[config.mk]
export PLATFORM = sky130hd
export DESIGN_NAME = amvd_decode
export DESIGN_NICKNAME = d
export VERILOG_FILES = /design/src/core/amvd_decode.v
export VERILOG_INCLUDE_DIRS = /design/src /design/src/core
export SDC_FILE = /design/constraint.sdc
export NUM_CORES = 1
export LEC_CHECK = 0
export CAP_MARGIN = 20
export CORE_MARGIN = 1
export CORE_UTILIZATION = 55
export DETAILED_ROUTE_END_ITERATION = 10
export DONT_BUFFER_PORTS = 1
export PLACE_DENSITY = 0.7
export SLEW_MARGIN = 20
export SYNTH_ARGS = -nofsm -noshare
export SYNTH_HDL_FRONTEND = slang
export SYNTH_SLANG_ARGS = --single-unit
[constraint.sdc]
create_clock -name clk -period 6.04 [get_ports clk]
set_clock_uncertainty 0.1 [all_clocks]
set_input_delay 1.208 -clock clk [delete_from_list [all_inputs] [get_ports clk]]
set_output_delay 1.208 -clock clk [all_outputs]
set_load 0.005 [all_outputs]
[src/core/amvd_defines.vh]
// address map and vector table constants for the address decoder
`ifndef AMVD_DEFINES_VH
`define AMVD_DEFINES_VH
// region bases (24-bit cpu addresses)
`define AMVD_DMA_BASE 24'h000100
`define AMVD_RES0_BASE 24'h0000f0
`define AMVD_GPR_BASE 24'h000180
`define AMVD_PERI1_BASE 24'h000380
`define AMVD_RES1_BASE 24'h000c00
`define AMVD_RAM0_BASE 24'h007200
`define AMVD_RAM0_SIZE 24'h001000
`define AMVD_MIRROR_BASE 24'h008000
`define AMVD_RES2_BASE 24'h010000
`define AMVD_PERI2_BASE 24'h0e9000
`define AMVD_BOOT_BASE 24'h0fc000
`define AMVD_BOOT_END 24'h100000
// flash banks
`define AMVD_BANK_FF 8'hff
`define AMVD_BANK_FE 8'hfe
`define AMVD_BANK_DF 8'hdf
`define AMVD_BANK_3F 8'h3f
`define AMVD_BANK_3E 8'h3e
`define AMVD_BANK_1F 8'h1f
`define AMVD_SAS_END 16'h2000
`define AMVD_SAS_MASK 16'h01ff
`define AMVD_SECT_END 16'ha000
// vector table
`define AMVD_VEC_TOP 10'h3fc
`define AMVD_VEC_MAX 8'h8f
`define AMVD_VEC_RESET 8'h08
`define AMVD_VEC_NMI 8'h0b
`define AMVD_VEC_ICR_FIRST 8'h0c
`define AMVD_VEC_CAN 8'h21
`define AMVD_VEC_LIN_FIRST 8'h65
`define AMVD_VEC_LIN_LAST 8'h68
`define AMVD_VEC_FLASH 8'h85
`define AMVD_VEC_ADC_RC 8'h8b
`define AMVD_VEC_ADC_PD 8'h8c
// region codes
`define AMVD_REG_NONE 4'h0
`define AMVD_REG_PERI0 4'h1
`define AMVD_REG_DMA 4'h2
`define AMVD_REG_GPR 4'h3
`define AMVD_REG_PERI1 4'h4
`define AMVD_REG_RAM0 4'h5
`define AMVD_REG_MIRROR 4'h6
`define AMVD_REG_PERI2 4'h7
`define AMVD_REG_BOOT 4'h8
`define AMVD_REG_FLASH 4'h9
`define AMVD_REG_SAS 4'ha
`endif

[src/core/amvd_decode.v]
// address region decoder and interrupt vector table lookup
`timescale 1ns/100ps
`default_nettype none
`include "amvd_defines.vh"
module amvd_decode #(
   parameter HAS_DMA = 1,
   parameter GPR_WORDS = 64
) (
   input wire clk, // system clock
   input wire nrst, // synchronous reset, active low
   input wire [23:0] addr, // cpu address
   input wire rd, // read strobe
   input wire wr, // write strobe
   input wire [15:0] wdata, // write data
   input wire [15:0] gpr_used, // one bit per register bank in use
   input wire flash_prog_mode, // device is in flash programming mode
   input wire operating_mode_pin, // mode pin, raw
   input wire debug_if_pin, // debug interface pin, raw
   input wire [7:0] vec_num, // vector number to look up
   output reg [3:0] region_q, // selected region code
   output reg [23:0] phys_addr_q, // physical address after aliasing
   output reg flash_sel_q, // user flash selected
   output reg rom_configuration_block_q, // configuration block selected
   output reg eeprom_emul_ok_q, // flash address usable for eeprom emulation
   output reg [15:0] rdata_q, // register bank read data, zero elsewhere
   output reg [23:0] vec_addr_q, // vector table address
   output reg vec_valid_q, // vector has a request source
   output reg vec_dma_clr_q, // vector clearable by dma
   output reg vec_has_icr_q, // vector has an icr index
   output reg [7:0] interrupt_control_register_index_q, // icr index
   output reg serial_prog_q // serial flash programming entry condition
);
   // ************************************************************
   // notes
   // ************************************************************
   // every output but serial_prog_q is a flop fed from this cycle's inputs, so each answer
   // appears one edge after its request and stands for a single cycle.
   // requests may come back to back; nothing here holds state across
   // requests except the register bank words and the pin synchronisers.
   // ram bank 0 ends inside the mirror window; the ram test comes first,
   // so the overlapping words belong to ram.
   // banks fe and 3e are treated as flash like ff and 3f; addresses above
   // the last small sector in bank df select nothing.
   // the small configuration sector repeats every 512 bytes up to the
   // first small flash sector, so only the low nine offset bits reach it.
   // the dma window is a parameter: a variant without the controller
   // decodes it as reserved and returns zero on reads.
   // the mode pins are raw board levels and pass two flops before use;
   // both flops reset high so a fresh reset never looks like an entry.
   // reserved vectors report no source and no dma clear, whatever their
   // neighbours do; a handler table entry there is never requested.

   // ************************************************************
   // functions
   // ************************************************************
   // true when a lies in the half-open window from lo up to hi
   function in_range;
      input [23:0] a;
      input [23:0] lo;
      input [23:0] hi;
      begin
         in_range = (a >= lo) && (a < hi);
      end
   endfunction

   // control index of a vector; the core vectors below the first one have none
   function [7:0] icr_of;
      input [7:0] n;
      begin
         icr_of = 8'h00;
         if (n >= `AMVD_VEC_ICR_FIRST)
            icr_of = n;
      end
   endfunction

   // region code for an address
   function [3:0] region_of;
      input [23:0] a;
      input pm;
      begin
         region_of = `AMVD_REG_NONE;
         if (pm) begin
            if (a[23:16] == `AMVD_BANK_3F || a[23:16] == `AMVD_BANK_3E)
               region_of = `AMVD_REG_FLASH;
            else if (a[23:16] == `AMVD_BANK_1F && a[15:0] < `AMVD_SAS_END)
               region_of = `AMVD_REG_SAS;
            else if (a[23:16] == `AMVD_BANK_1F && a[15:0] < `AMVD_SECT_END)
               region_of = `AMVD_REG_FLASH;
         end else if (a[23:16] == `AMVD_BANK_FF || a[23:16] == `AMVD_BANK_FE)
            region_of = `AMVD_REG_FLASH;
         else if (a[23:16] == `AMVD_BANK_DF && a[15:0] < `AMVD_SAS_END)
            region_of = `AMVD_REG_SAS;
         else if (a[23:16] == `AMVD_BANK_DF && a[15:0] < `AMVD_SECT_END)
            region_of = `AMVD_REG_FLASH;
         else if (a < `AMVD_RES0_BASE)
            region_of = `AMVD_REG_PERI0;
         else if (a < `AMVD_DMA_BASE)
            region_of = `AMVD_REG_NONE;
         else if (a < `AMVD_GPR_BASE)
            region_of = (HAS_DMA != 0) ? `AMVD_REG_DMA : `AMVD_REG_NONE;
         else if (a < `AMVD_PERI1_BASE)
            region_of = `AMVD_REG_GPR;
         else if (a < `AMVD_RES1_BASE)
            region_of = `AMVD_REG_PERI1;
         else if (in_range(a, `AMVD_RAM0_BASE, `AMVD_RAM0_BASE + `AMVD_RAM0_SIZE))
            region_of = `AMVD_REG_RAM0;
         else if (in_range(a, `AMVD_MIRROR_BASE, `AMVD_RES2_BASE))
            region_of = `AMVD_REG_MIRROR;
         else if (in_range(a, `AMVD_PERI2_BASE, `AMVD_BOOT_BASE))
            region_of = `AMVD_REG_PERI2;
         else if (in_range(a, `AMVD_BOOT_BASE, `AMVD_BOOT_END))
            region_of = `AMVD_REG_BOOT;
      end
   endfunction

   // vector has a request source; anything not listed is reserved
   function vec_src;
      input [7:0] n;
      begin
         vec_src = 1'b0;
         case (n)
            8'h00, 8'h01, 8'h02, 8'h03,
            8'h04, 8'h05, 8'h06, 8'h07: vec_src = 1'b1;
            `AMVD_VEC_RESET: vec_src = 1'b1;
            8'h09, 8'h0a: vec_src = 1'b1;
            `AMVD_VEC_NMI: vec_src = 1'b1;
            `AMVD_VEC_ICR_FIRST: vec_src = 1'b1;
            8'h0d, 8'h0e, 8'h0f: vec_src = 1'b1; // rc, main and sub clock timers
            8'h10: vec_src = 1'b1; // low voltage detector
            8'h11, 8'h12, 8'h13, 8'h14, 8'h15: vec_src = 1'b1;
            8'h17, 8'h18: vec_src = 1'b1;
            `AMVD_VEC_CAN: vec_src = 1'b1;
            8'h26, 8'h27, 8'h28, 8'h29: vec_src = 1'b1; // pulse generators
            8'h3b, 8'h3c, 8'h40: vec_src = 1'b1; // reload timers
            8'h41, 8'h42, 8'h45, 8'h46: vec_src = 1'b1; // capture units
            8'h59, 8'h5a: vec_src = 1'b1; // free running timers
            8'h5d, 8'h5e, 8'h5f: vec_src = 1'b1; // clock, calibration, sound
            8'h60, 8'h62: vec_src = 1'b1; // two wire interface, converter
            8'h65, 8'h66, 8'h67, 8'h68: vec_src = 1'b1;
            `AMVD_VEC_FLASH: vec_src = 1'b1;
            `AMVD_VEC_ADC_RC, `AMVD_VEC_ADC_PD: vec_src = 1'b1;
            default: vec_src = 1'b0;
         endcase
      end
   endfunction

   // vector clearable by dma; core and reserved vectors never are
   function vec_dma;
      input [7:0] n;
      begin
         vec_dma = 1'b0;
         case (n)
            8'h11, 8'h12, 8'h13, 8'h14, 8'h15: vec_dma = 1'b1;
            8'h17, 8'h18: vec_dma = 1'b1;
            8'h26, 8'h27, 8'h28, 8'h29: vec_dma = 1'b1; // pulse generators
            8'h3b, 8'h3c, 8'h40: vec_dma = 1'b1; // reload timers
            8'h41, 8'h42, 8'h45, 8'h46: vec_dma = 1'b1; // capture units
            8'h59, 8'h5a: vec_dma = 1'b1; // free running timers
            8'h60, 8'h62: vec_dma = 1'b1; // two wire interface, converter
            8'h65, 8'h66, 8'h67, 8'h68: vec_dma = 1'b1;
            `AMVD_VEC_FLASH: vec_dma = 1'b1;
            `AMVD_VEC_CAN: vec_dma = 1'b0;
            `AMVD_VEC_ADC_RC, `AMVD_VEC_ADC_PD: vec_dma = 1'b0;
            default: vec_dma = 1'b0;
         endcase
      end
   endfunction

   // ************************************************************
   // register bank storage
   // ************************************************************
   reg [15:0] gpr_mem [0:GPR_WORDS-1];
   wire [3:0] region_d = region_of(addr, flash_prog_mode);
   wire [5:0] gpr_idx = addr[6:1];
   wire gpr_hit = (region_d == `AMVD_REG_GPR);

   // unused banks act as ram, used banks still store cpu writes
   always @(posedge clk) begin
      if (wr && gpr_hit)
         gpr_mem[gpr_idx] <= wdata;
   end

   // ************************************************************
   // mode pin synchronisers
   // ************************************************************
   reg [1:0] md_sync_q;
   reg [1:0] dbg_sync_q;
   always @(posedge clk) begin
      if (!nrst) begin
         md_sync_q <= 2'h3;
         dbg_sync_q <= 2'h3;
      end else begin
         md_sync_q <= {md_sync_q[0], operating_mode_pin};
         dbg_sync_q <= {dbg_sync_q[0], debug_if_pin};
      end
   end

   // ************************************************************
   // registered decode outputs
   // ************************************************************
   reg [23:0] phys_d;
   always @* begin
      phys_d = addr;
      if (region_d == `AMVD_REG_SAS)
         phys_d = {addr[23:16], addr[15:0] & `AMVD_SAS_MASK};
   end

   // region code, aliased address and memory select flags
   always @(posedge clk) begin
      if (!nrst) begin
         region_q <= `AMVD_REG_NONE;
         phys_addr_q <= 24'h000000;
         flash_sel_q <= 1'b0;
         rom_configuration_block_q <= 1'b0;
         eeprom_emul_ok_q <= 1'b0;
      end else begin
         region_q <= region_d;
         phys_addr_q <= phys_d;
         flash_sel_q <= (region_d == `AMVD_REG_FLASH) || (region_d == `AMVD_REG_SAS);
         rom_configuration_block_q <= (region_d == `AMVD_REG_SAS);
         eeprom_emul_ok_q <= (region_d == `AMVD_REG_FLASH);
      end
   end

   // read data, zero outside the register banks so stale words never leak
   always @(posedge clk) begin
      if (!nrst) begin
         rdata_q <= 16'h0000;
      end else begin
         rdata_q <= (rd && gpr_hit) ? gpr_mem[gpr_idx] : 16'h0000;
      end
   end

   // serial programming entry condition from the synchronised pins
   always @(posedge clk) begin
      if (!nrst) begin
         serial_prog_q <= 1'b0;
      end else begin
         serial_prog_q <= !md_sync_q[1] && !dbg_sync_q[1];
      end
   end

   // ************************************************************
   // vector table lookup
   // ************************************************************
   // vector table address; the table grows downward from its top entry
   always @(posedge clk) begin
      if (!nrst) begin
         vec_addr_q <= 24'h000000;
      end else begin
         vec_addr_q <= {14'h0000, `AMVD_VEC_TOP - {vec_num, 2'b00}};
      end
   end

   // vector attributes: source, dma clear and control index
   always @(posedge clk) begin
      if (!nrst) begin
         vec_valid_q <= 1'b0;
         vec_dma_clr_q <= 1'b0;
         vec_has_icr_q <= 1'b0;
         interrupt_control_register_index_q <= 8'h00;
      end else begin
         vec_valid_q <= vec_src(vec_num);
         vec_dma_clr_q <= vec_dma(vec_num) && vec_src(vec_num);
         vec_has_icr_q <= (vec_num >= `AMVD_VEC_ICR_FIRST) && vec_src(vec_num);
         interrupt_control_register_index_q <= icr_of(vec_num);
      end
   end

   // unused bank mask is advisory; banks in use still hold register contents
   wire unused_ok = |gpr_used;
endmodule // amvd_decode
`default_nettype wire

==> results.txt, run 1 <==
- Rows: 102
- In this run, synthesis produced a sequential element count of 1095.
- Cell total after placement: 3547
* Cell count after synthesis: 2575
- Crit path max-delay family: simple AND/OR/NAND/NOR gates
- Max Buffers Root-to-Sink: 3
* R2R Path End: rdata_q[1]
- The synthesized design contains 1024 enable-type register cells.
* Max Fclk: 0.253 GHz
- Synth cell types: 90
- Cts repair resizes: 0
* Insertion delay to the later sink of the worst-skew pair: 680 ps
- In this run the register-to-register setup slack is 3350 ps.
- Once detailed placement completed, the half-perimeter wirelength came to 68500 um.
- Buffers added on ports: 0
- In this run the post-CTS setup repair buffer count came out at 0.
- Across the VDD grid, the largest voltage drop is 0.341 mV.
* Finished Layout Cells: 3740
- Register area: 32200 um^2
* Share of layout cells above drive strength 1: 19.2%
* Metal1 wirelength: 45500 um
- In this run, post-CTS hold repair placed 0 buffers.
* Synth Warn #: 0
* CTS tree: done
* Hold path start: dbg_sync_q[1]
- Slowest Stage Delay on Critical Path: 930 ps
- The first global-routing pass estimated 172000 um of wire.
- WL/cell: 32.5 um
- Library cell used as clock root buffer: sky130_fd_sc_hd__clkbuf_16
- Detailed-route vias per instance: 6.82
* Area of the core: 77600 um^2
* Initial antenna violation count: 5
- In this run the worst setup path begins at addr[3].
- Endpoint arrival time on the critical path: 4210 ps
- Endpoint kind of the worst setup timing path: flop
* Transition at the pin with the smallest max-transition slack: 1160 ps
- The floorplan step defined a die boundary enclosing 79800 um^2.
- Max-cap violations in this run came to 0.
* WHS Path Cells: 1
* Die Ht: 282 um
* Remaining number of nets flagged by the antenna check after routing: 0
* Share of the clock period used by the worst path after layout: 65.3%
- Counting cells, the worst reg-to-reg path comes to 5.
- The number of slew-limit violations in the final report is 0.
* Routed wire length: 121000 um
- Router iterations before antenna repair: 7
- Compared with the post-synthesis result, the final layout area differs by 11.6%.
- In this run the worst path has a maximum fanout of 174.
* Met3 wirelength from detailed routing: 15000 um
- The via count of the first global-routing pass came to 24400.
- After detailed routing, no signal wire sits above met5.
- After global routing the overflow that remains totals 0.
- Cells along the critical path: nand2b_1, nor2_1, buf_4, nand3_1, nor4_2, buf_4
- The most used flip-flop cell after synthesis is sky130_fd_sc_hd__edfxtp_1.
- After detailed routing, the number of remaining DRC violations is 0.
* Leakage power: 15.4 nW
* Num CTS Buffers: 105
* Launching point of the worst reg2reg path: gpr_mem[27][1]
- The mapped netlist covers 43300 um^2.
* Iteration-0 DRC Markers: 3560
* Fraction of synthesis flops using an asynchronous set or reset pin: 0%
* Initial standard-cell utilization of the core: 55.8%
- Die X: 282 um
- Most common cell type on the critical path: sky130_fd_sc_hd__buf_4
- Filler Cell Count: 5550
- Total buffers and inverters traversed by the critical path: 2
* Average instance area after synthesis: 16.8 um^2
- The worst setup path is launched from an input pin.
* Outcome: finished clean
- Sinks on the clock net: 1095
- Across all layers, the routed design uses 25500 vias.
- For this design, the slowest cell found on the critical path is sky130_fd_sc_hd__nor2_1.
* Gr usage total: 30.5%
- The min-delay analysis places its worst path in the category flop to flop.
* Critical path data required time: 6300 ps
- Net count, final: 2685
- In the final layout, the multi-input gates occupy 10600 um^2.
* Worst max-slew margin expressed relative to the limit: 22.5%
- In this run the power density over the cells is 316 nW/um^2.
- Register area share after synthesis: 74.4%
- H-tree lvl count: 3
- Placer congestion estimate: 0.927
- In the detailed route, the total length drawn on met2 is 54700 um.
* Final worst path period need: 3950 ps
- Setup violations remaining at the end of the flow were counted as 0.
- The critical path in this run is classified as input pin to flop.
- The number of hold violations in the final report came to 0.
* Setup_tns: 0 ps
- Setup repair after global routing left no endpoint under its margin.
* Hold Crit Endpoint: serial_prog_q
- Tightest hold margin: 293 ps
* Number of ports placed on the die boundary: 154
- Entering global routing, the biggest net connects 309 pins.
- Clock-pin slew of the registers on the worst-case setup and hold paths: 60 ps
## worst max-delay path by stage
stage	cells past startpoint	slack [ps]	to
2_1_floorplan	7	1380	gpr_mem[42][0]
3_5_place_dp	6	1530	gpr_mem[22][15]
5_1_grt	6	2140	gpr_mem[41][8]
3_3_place_gp	6	1670	gpr_mem[54][1]
6_report	6	2090	gpr_mem[41][4]
4_1_cts	6	2230	gpr_mem[22][5]
## state kept, by name, summed over array words and instances, names as in the netlist, 2 cells and up
name / flops
region_q: 4
gpr_mem: 1024
phys_addr_q: 24
rdata_q: 16
md_sync_q: 2
interrupt_control_register_index_q: 8
dbg_sync_q: 2
vec_addr_q: 8
## kinds of logic after synthesis
| family | Yosys count | synth area share [%] |
|---|---|---|
| DFF | 1095 | 74.4 |
| buffers and inverters | 212 | 2.46 |
| xor gates and xnor gates | 1 | 0.0202 |
| other | 1 | 0.00867 |
| AOI/OAI and AO/OA | 497 | 8.40 |
| and+or+nand+nor | 454 | 5.58 |
| muxes | 315 | 9.16 |
## cell usage in the layout (no fill, tap or decap), types with 8 or more instances in the layout
cell and n:
sky130_fd_sc_hd__edfxtp_1 1024, sky130_fd_sc_hd__mux2i_1 181, sky130_fd_sc_hd__buf_4 123, sky130_fd_sc_hd__clkbuf_16 108, sky130_fd_sc_hd__a21oi_1 97, sky130_fd_sc_hd__nand3_1 91, sky130_fd_sc_hd__nor2_1 91, sky130_fd_sc_hd__mux2_2 77
sky130_fd_sc_hd__nand2_1 74, sky130_fd_sc_hd__dfxtp_1 71, sky130_fd_sc_hd__a22oi_1 69, sky130_fd_sc_hd__nor4_2 67, sky130_fd_sc_hd__a221oi_1 64, sky130_fd_sc_hd__o21ai_0 59, sky130_fd_sc_hd__mux4_2 57, sky130_fd_sc_hd__o22ai_1 51
sky130_fd_sc_hd__and2_1 32, sky130_fd_sc_hd__clkbuf_1 24, sky130_fd_sc_hd__clkinv_2 18, sky130_fd_sc_hd__clkinv_1 17, sky130_fd_sc_hd__a31oi_1 16, sky130_fd_sc_hd__conb_1 16, sky130_fd_sc_hd__a221o_1 15, sky130_fd_sc_hd__o2bb2ai_1 14
sky130_fd_sc_hd__nand2b_1 13, sky130_fd_sc_hd__a22o_1 13, sky130_fd_sc_hd__nor3_1 12, sky130_fd_sc_hd__clkbuf_8 11, sky130_fd_sc_hd__a32oi_1 10, sky130_fd_sc_hd__a211oi_1 9, sky130_fd_sc_hd__a31oi_4 9, sky130_fd_sc_hd__nand3b_1 8
## synth_stat cells, types with 8 or more instances
library cell	instances	area, um^2
sky130_fd_sc_hd__o22ai_1	51	319
sky130_fd_sc_hd__nand3b_1	8	60.1
sky130_fd_sc_hd__o2bb2ai_1	14	123
sky130_fd_sc_hd__mux4_2	57	1280
sky130_fd_sc_hd__nor2_1	95	357
sky130_fd_sc_hd__buf_4	20	150
sky130_fd_sc_hd__a32oi_1	10	87.6
sky130_fd_sc_hd__a22oi_1	69	518
sky130_fd_sc_hd__mux2i_1	181	1810
sky130_fd_sc_hd__nor2b_1	10	62.6
sky130_fd_sc_hd__o21ai_0	59	295
sky130_fd_sc_hd__a221o_1	15	150
sky130_fd_sc_hd__edfxtp_1	1024	30700
sky130_fd_sc_hd__nor3_1	13	65.1
sky130_fd_sc_hd__dfxtp_1	71	1420
sky130_fd_sc_hd__a21oi_1	97	485
sky130_fd_sc_hd__and2_1	31	194
sky130_fd_sc_hd__mux2_2	77	867
sky130_fd_sc_hd__a22o_1	13	114
sky130_fd_sc_hd__a31oi_1	16	100
sky130_fd_sc_hd__nor4_1	67	419
sky130_fd_sc_hd__nand2_1	74	278
sky130_fd_sc_hd__nand3_1	91	455
sky130_fd_sc_hd__a221oi_1	64	561
sky130_fd_sc_hd__clkbuf_1	77	289
sky130_fd_sc_hd__nand2b_1	15	93.8
sky130_fd_sc_hd__a211oi_1	9	67.6
sky130_fd_sc_hd__buf_1	21	78.8
sky130_fd_sc_hd__a31oi_4	9	191
sky130_fd_sc_hd__buf_2	71	355
## layer usage
metal | track usage [%] | vias up
met5 | 0 | -
met4 | 14.0 | 6
met3 | 7.92 | 333
met2 | 45.5 | 1720
met1 | 42.4 | 13000
li1 | - | 10500
## cell type report
type	instances	area share [%]
antenna	1	0.00519
clock buffer	143	6.10
clock inverter	49	0.687
inverter	6	0.0467
multi-input combinational	1283	21.9
sequential	1095	66.7
tap	1040	2.70
timing repair buffer	123	1.91
## where the power goes
part | switching (mW) | total, mW | internal, mW
Sequential | 0.0122 | 8.33 | 8.31
Combinational | 0.405 | 0.640 | 0.234
Clock | 2.74 | 6.28 | 3.53
Total | 3.16 | 15.2 | 12.1
## metrics by stage
stage	setup slack [ps]	utilization [%]	cell area, um^2	power (mW)
after global placement	1670	58.0	45000	9.09
after floorplan	1380	-	43300	8.96
after CTS	2230	62.2	48300	15.2
after global routing	2140	62.2	48300	15.6
after detailed placement	1530	58.0	45000	9.10
final	2090	62.2	48300	15.2
No activity file was read; power rests on OpenSTA's default activity.
==> run 2, diff against run 1 <==
--- a/config.mk
+++ b/config.mk
@@ -6,6 +6,7 @@
 export SDC_FILE = /design/constraint.sdc
 export NUM_CORES = 1
 export LEC_CHECK = 0
+export ABC_AREA = 1
 export CAP_MARGIN = 20
 export CORE_MARGIN = 1
 export CORE_UTILIZATION = 55
==> constraint.sdc (replaced) <==
create_clock -name clk -period 3.91 [get_ports clk]
set_clock_uncertainty 0.1 [all_clocks]
set_input_delay 0.782 -clock clk [delete_from_list [all_inputs] [get_ports clk]]
set_output_delay 0.782 -clock clk [all_outputs]
set_load 0.005 [all_outputs]
==> run 2 against run 1 <==
Effect of this change: sequential cell count unchanged; global-route usage is 1.2 points lower; non-clock buffer count is 38 higher; critical endpoint is now rdata_q[7]; area after synthesis about the same.
==> results.txt, run 2 <==
* Outcome: finished clean
* Cell count after synthesis: 3682 (+43%)
- Via count: 28500 (+12%)
- Endpoint arrival time on the critical path: 3710 ps (-500 ps)
- The area of the die came to 79700 um^2 (about the same).
- The total power divided by cell area came to 484 nW/um^2 (+53%).
* Routed wire length: 115000 um (-4.9%)
- Critical path data required time: 4360 ps (-1940 ps)
- The sequential cell fraction of total power came to 54.3% (-0.3 points).
- Area of the core: 77600 um^2 (unchanged)
- The chip height came to 282 um (about the same).
* H-tree lvl count: 3 (unchanged)
- Biggest register: gpr_mem
- Number of synthesized flops with an enable pin: 1024 (unchanged)
- Tightest Hold Check Type: input pin to flop
- The delay of the slowest cell on the worst path is 710 ps (-220 ps).
- The number of fillers in the final layout came to 5821 (+4.9%).
- Sinks on the clock net: 1095 (unchanged)
* WL/cell: 23.6 um (-27%)
* Relative area change from synthesis to final layout: 13.1%
* Commonest cells after routing, fill and taps aside: 1478 x sky130_fd_sc_hd__nand2_1, 1024 x sky130_fd_sc_hd__edfxtp_1, 187 x sky130_fd_sc_hd__a21oi_1, 179 x sky130_fd_sc_hd__nor2_1, 122 x sky130_fd_sc_hd__nand3_1
* Library cell used as clock root buffer: sky130_fd_sc_hd__clkbuf_16
- Leaving out fill and tap cells, the most frequent cell in the layout is sky130_fd_sc_hd__nand2_1.
* First-pass GRT wire length: 169000 um (-1.9%)
- The DRC violations left is 0 (unchanged).
* Worst setup slack after placement: 567 ps (-967 ps)
- The most critical setup path has its endpoint at rdata_q[7].
- The via count of the first global-routing pass is 26500 (+8.8%).
- WHS Path Cells: 1 (unchanged)
* Endpoint kind of the worst setup timing path: flop
* Synth Warn #: 0 (unchanged)
- The top-area cell type share of the netlist area came to 71.1% (about the same).
- Number of register bits inferred by synthesis: 1095 (unchanged)
* Synth area leader: sky130_fd_sc_hd__edfxtp_1
- The total of hold buffers inserted after clock tree synthesis was 0 (unchanged).
- The starting utilization of the core area is 55.7% (about the same).
- The number of search-and-repair iterations in the first detailed-routing pass came to 6 (-1).
- The most critical setup path has its startpoint at addr[1].
- The number of placement rows came to 102 (unchanged).
- The largest fanout on the critical path is 274 (+57%).
* Post-synthesis instance area: 43200 um^2 (about the same)
- Internal power consumption: 18.7 mW (+55%)
- Launching point of the worst reg2reg path: gpr_mem[21][3]
- Final-report setup violation count: 0 (unchanged)
- Count of maximum capacitance violations: 0 (unchanged)
- Fin util: 63.0% (+0.82 points)
* Most common library cells after synthesis: 1478 x sky130_fd_sc_hd__nand2_1, 1024 x sky130_fd_sc_hd__edfxtp_1, 187 x sky130_fd_sc_hd__a21oi_1
- The share of post-route cells with drive strength above 1 was 9.40% (-9.8 points).
- Number of cell instances on the worst register-to-register path: 7 (+2)
* Instance count on the critical path: 10 (+4)
- CP Launch Type: input pin
- The final RePlAce weighted congestion came to 0.932 (+0.55%).
- Cells along the critical path: nand2_1, clkinv_2, buf_4, nand2_1, nand4_1, o21ai_0, nand4_1, nor2_1, nor3_1, buf_4
* Registers with the highest flip-flop counts: gpr_mem x1024, phys_addr_q x24, rdata_q x16
- In the synthesized netlist the dominant register cell turns out to be sky130_fd_sc_hd__edfxtp_1.
- Relative contribution of combinational cells to total power: 3.9% (-0.3 points)
- The clock-pin slew reported for the worst setup and hold paths after clock tree synthesis came to 60 ps (about the same).
- Total buffers and inverters traversed by the critical path: 3 (+1)
- Die X: 282 um (about the same)
- Worst max-slew margin expressed relative to the limit: 39.4% (+17 points)
- Max Fclk: 0.307 GHz
- Iteration-0 DRC Markers: 3140 (-12%)
- The count of cell types in the netlist is 36 (-60%).
- Number of hold violations in the final report: 0 (unchanged)
- The net switching power came to 4.92 mW (+56%).
- Net count, final: 3840 (+43%)
- Insertion delay to the later sink of the worst-skew pair: 680 ps (about the same)
- Switching part of the total power: 20.8% (+0.073 points)
- Number of post-CTS setup repair buffers: 0 (unchanged)
- The sequential cell area is 32200 um^2 (unchanged).
- The reg2reg setup slack was 1660 ps (-1690 ps).
- The placed wire-length estimate came to 65100 um (-4.9%).
- The area of the multi-input gates was 9930 um^2 (-6.0%).
- Crit path max-delay family: simple AND/OR/NAND/NOR gates
- After layout, the worst path uses 83.3% of the clock period.
- The post-route setup TNS came to 0 ps (unchanged).
- The worst register-to-register path ends at rdata_q[3].
- Congestion Overflow GR: 0 (unchanged)
* Cts repair resizes: 0 (unchanged)
* Max Buffers Root-to-Sink: 3 (unchanged)
- The share of synthesized registers carrying an async set or reset was 0% (unchanged).
* Average instance area after synthesis: 11.7 um^2 (-30%)
- The number of routed nets with antenna violations was 0 (unchanged).
- The clock period could shrink to 3260 ps.
- Number of flip-flops in the largest register: 1024 (unchanged)
* Final setup margin: 652 ps (-1440 ps)
- By startpoint and endpoint, the worst setup path is classified as input pin to flop.
* Maximum vdd ir drop: 0.389 mV (+14%)
- The leakage power total came to 17.8 nW (+16%).
- The clock share of power was 41.8% (+0.6 points).
- The slew at the pin closest to its max-slew limit is 899 ps (-259 ps).
- Among all cell types in the netlist, the one instantiated most often is sky130_fd_sc_hd__nand2_1.
* Detailed-route vias per instance: 5.82 (-15%)
- The number of slew-limit violations in the final report was 0 (unchanged).
* Unrepaired setup endpoints after global routing: no
* Cell types with the largest area share after synthesis: sky130_fd_sc_hd__edfxtp_1 71%, sky130_fd_sc_hd__nand2_1 13%, sky130_fd_sc_hd__dfxtp_1 3.3%
- Buffers added on ports: 0 (unchanged)
* Num CTS Buffers: 107 (+1.9%)
- Number of ports placed on the die boundary: 154 (unchanged)
* CTS tree: done
- Register area share after synthesis: 74.4% (about the same)
- Slowest stage cell on the critical path: sky130_fd_sc_hd__o21ai_0
- The initial antenna violation count was 2 (-3).
- The maximum number of pins on one net before global-route repair is 275 (-11%).
* Gr usage total: 29.3% (-1.2 points)
[run 2: final cells by class]
type	instances	area share, %
flip-flops and latches	1095	65.8
multi-input cells	2323	20.3
clock buffers	142	6.13
repair buffers	161	3.67
well taps	1040	2.66
clock inverters	58	0.783
inverters	81	0.647
diodes	1	0.00512
[run 2: worst min path at each step]
stage | from | to | slack [ps]
CTS | vec_num[5] | vec_addr_q[7] | 70
global placement | dbg_sync_q[1] | serial_prog_q | 300
global route | vec_num[2] | vec_addr_q[4] | 90
finish | vec_num[2] | vec_addr_q[4] | 100
detailed placement | md_sync_q[1] | serial_prog_q | 300
floorplan | md_sync_q[1] | serial_prog_q | 270
[run 2: kinds of logic after synthesis]
group | count (synthesis) | share of synthesized area (%)
DFF | 1095 | 74.4
and+or+nand+nor | 1958 | 18.5
buffers and inverters | 279 | 2.84
AOI/OAI and AO/OA | 349 | 4.27
other | 1 | 0.00867
[run 2: through the flow]
| stage | power (mW) | instances | hold slack [ps] | area (um^2) |
|---|---|---|---|---|
| after detailed placement | 14.0 | 4700 | 296 | 45500 |
| after CTS | 23.7 | 4900 | 73.0 | 48900 |
| after floorplan | 13.7 | 3697 | 273 | 43300 |
| final | 23.6 | 4901 | 96.7 | 48900 |
| after global routing | 24.2 | 4900 | 87.5 | 48900 |
| after global placement | 14.0 | 4700 | 295 | 45500 |
[run 2: metal layers]
metal	track usage [%]	wire, um	part of all wire, %
met5	0	0	0
met4	12.2	5030	4.4
met3	5.45	12600	11
met2	46.5	53500	46
met1	40.1	44300	38
[run 2: power groups by stage]
stage	registers, mW	clock network (mW)	logic, mW
4_1_cts	12.8	9.96	0.903
3_3_place_gp	13.1	0	0.885
2_1_floorplan	13.1	0	0.628
3_5_place_dp	13.1	0	0.897
6_report	12.8	9.88	0.919
5_1_grt	12.8	10.4	0.994
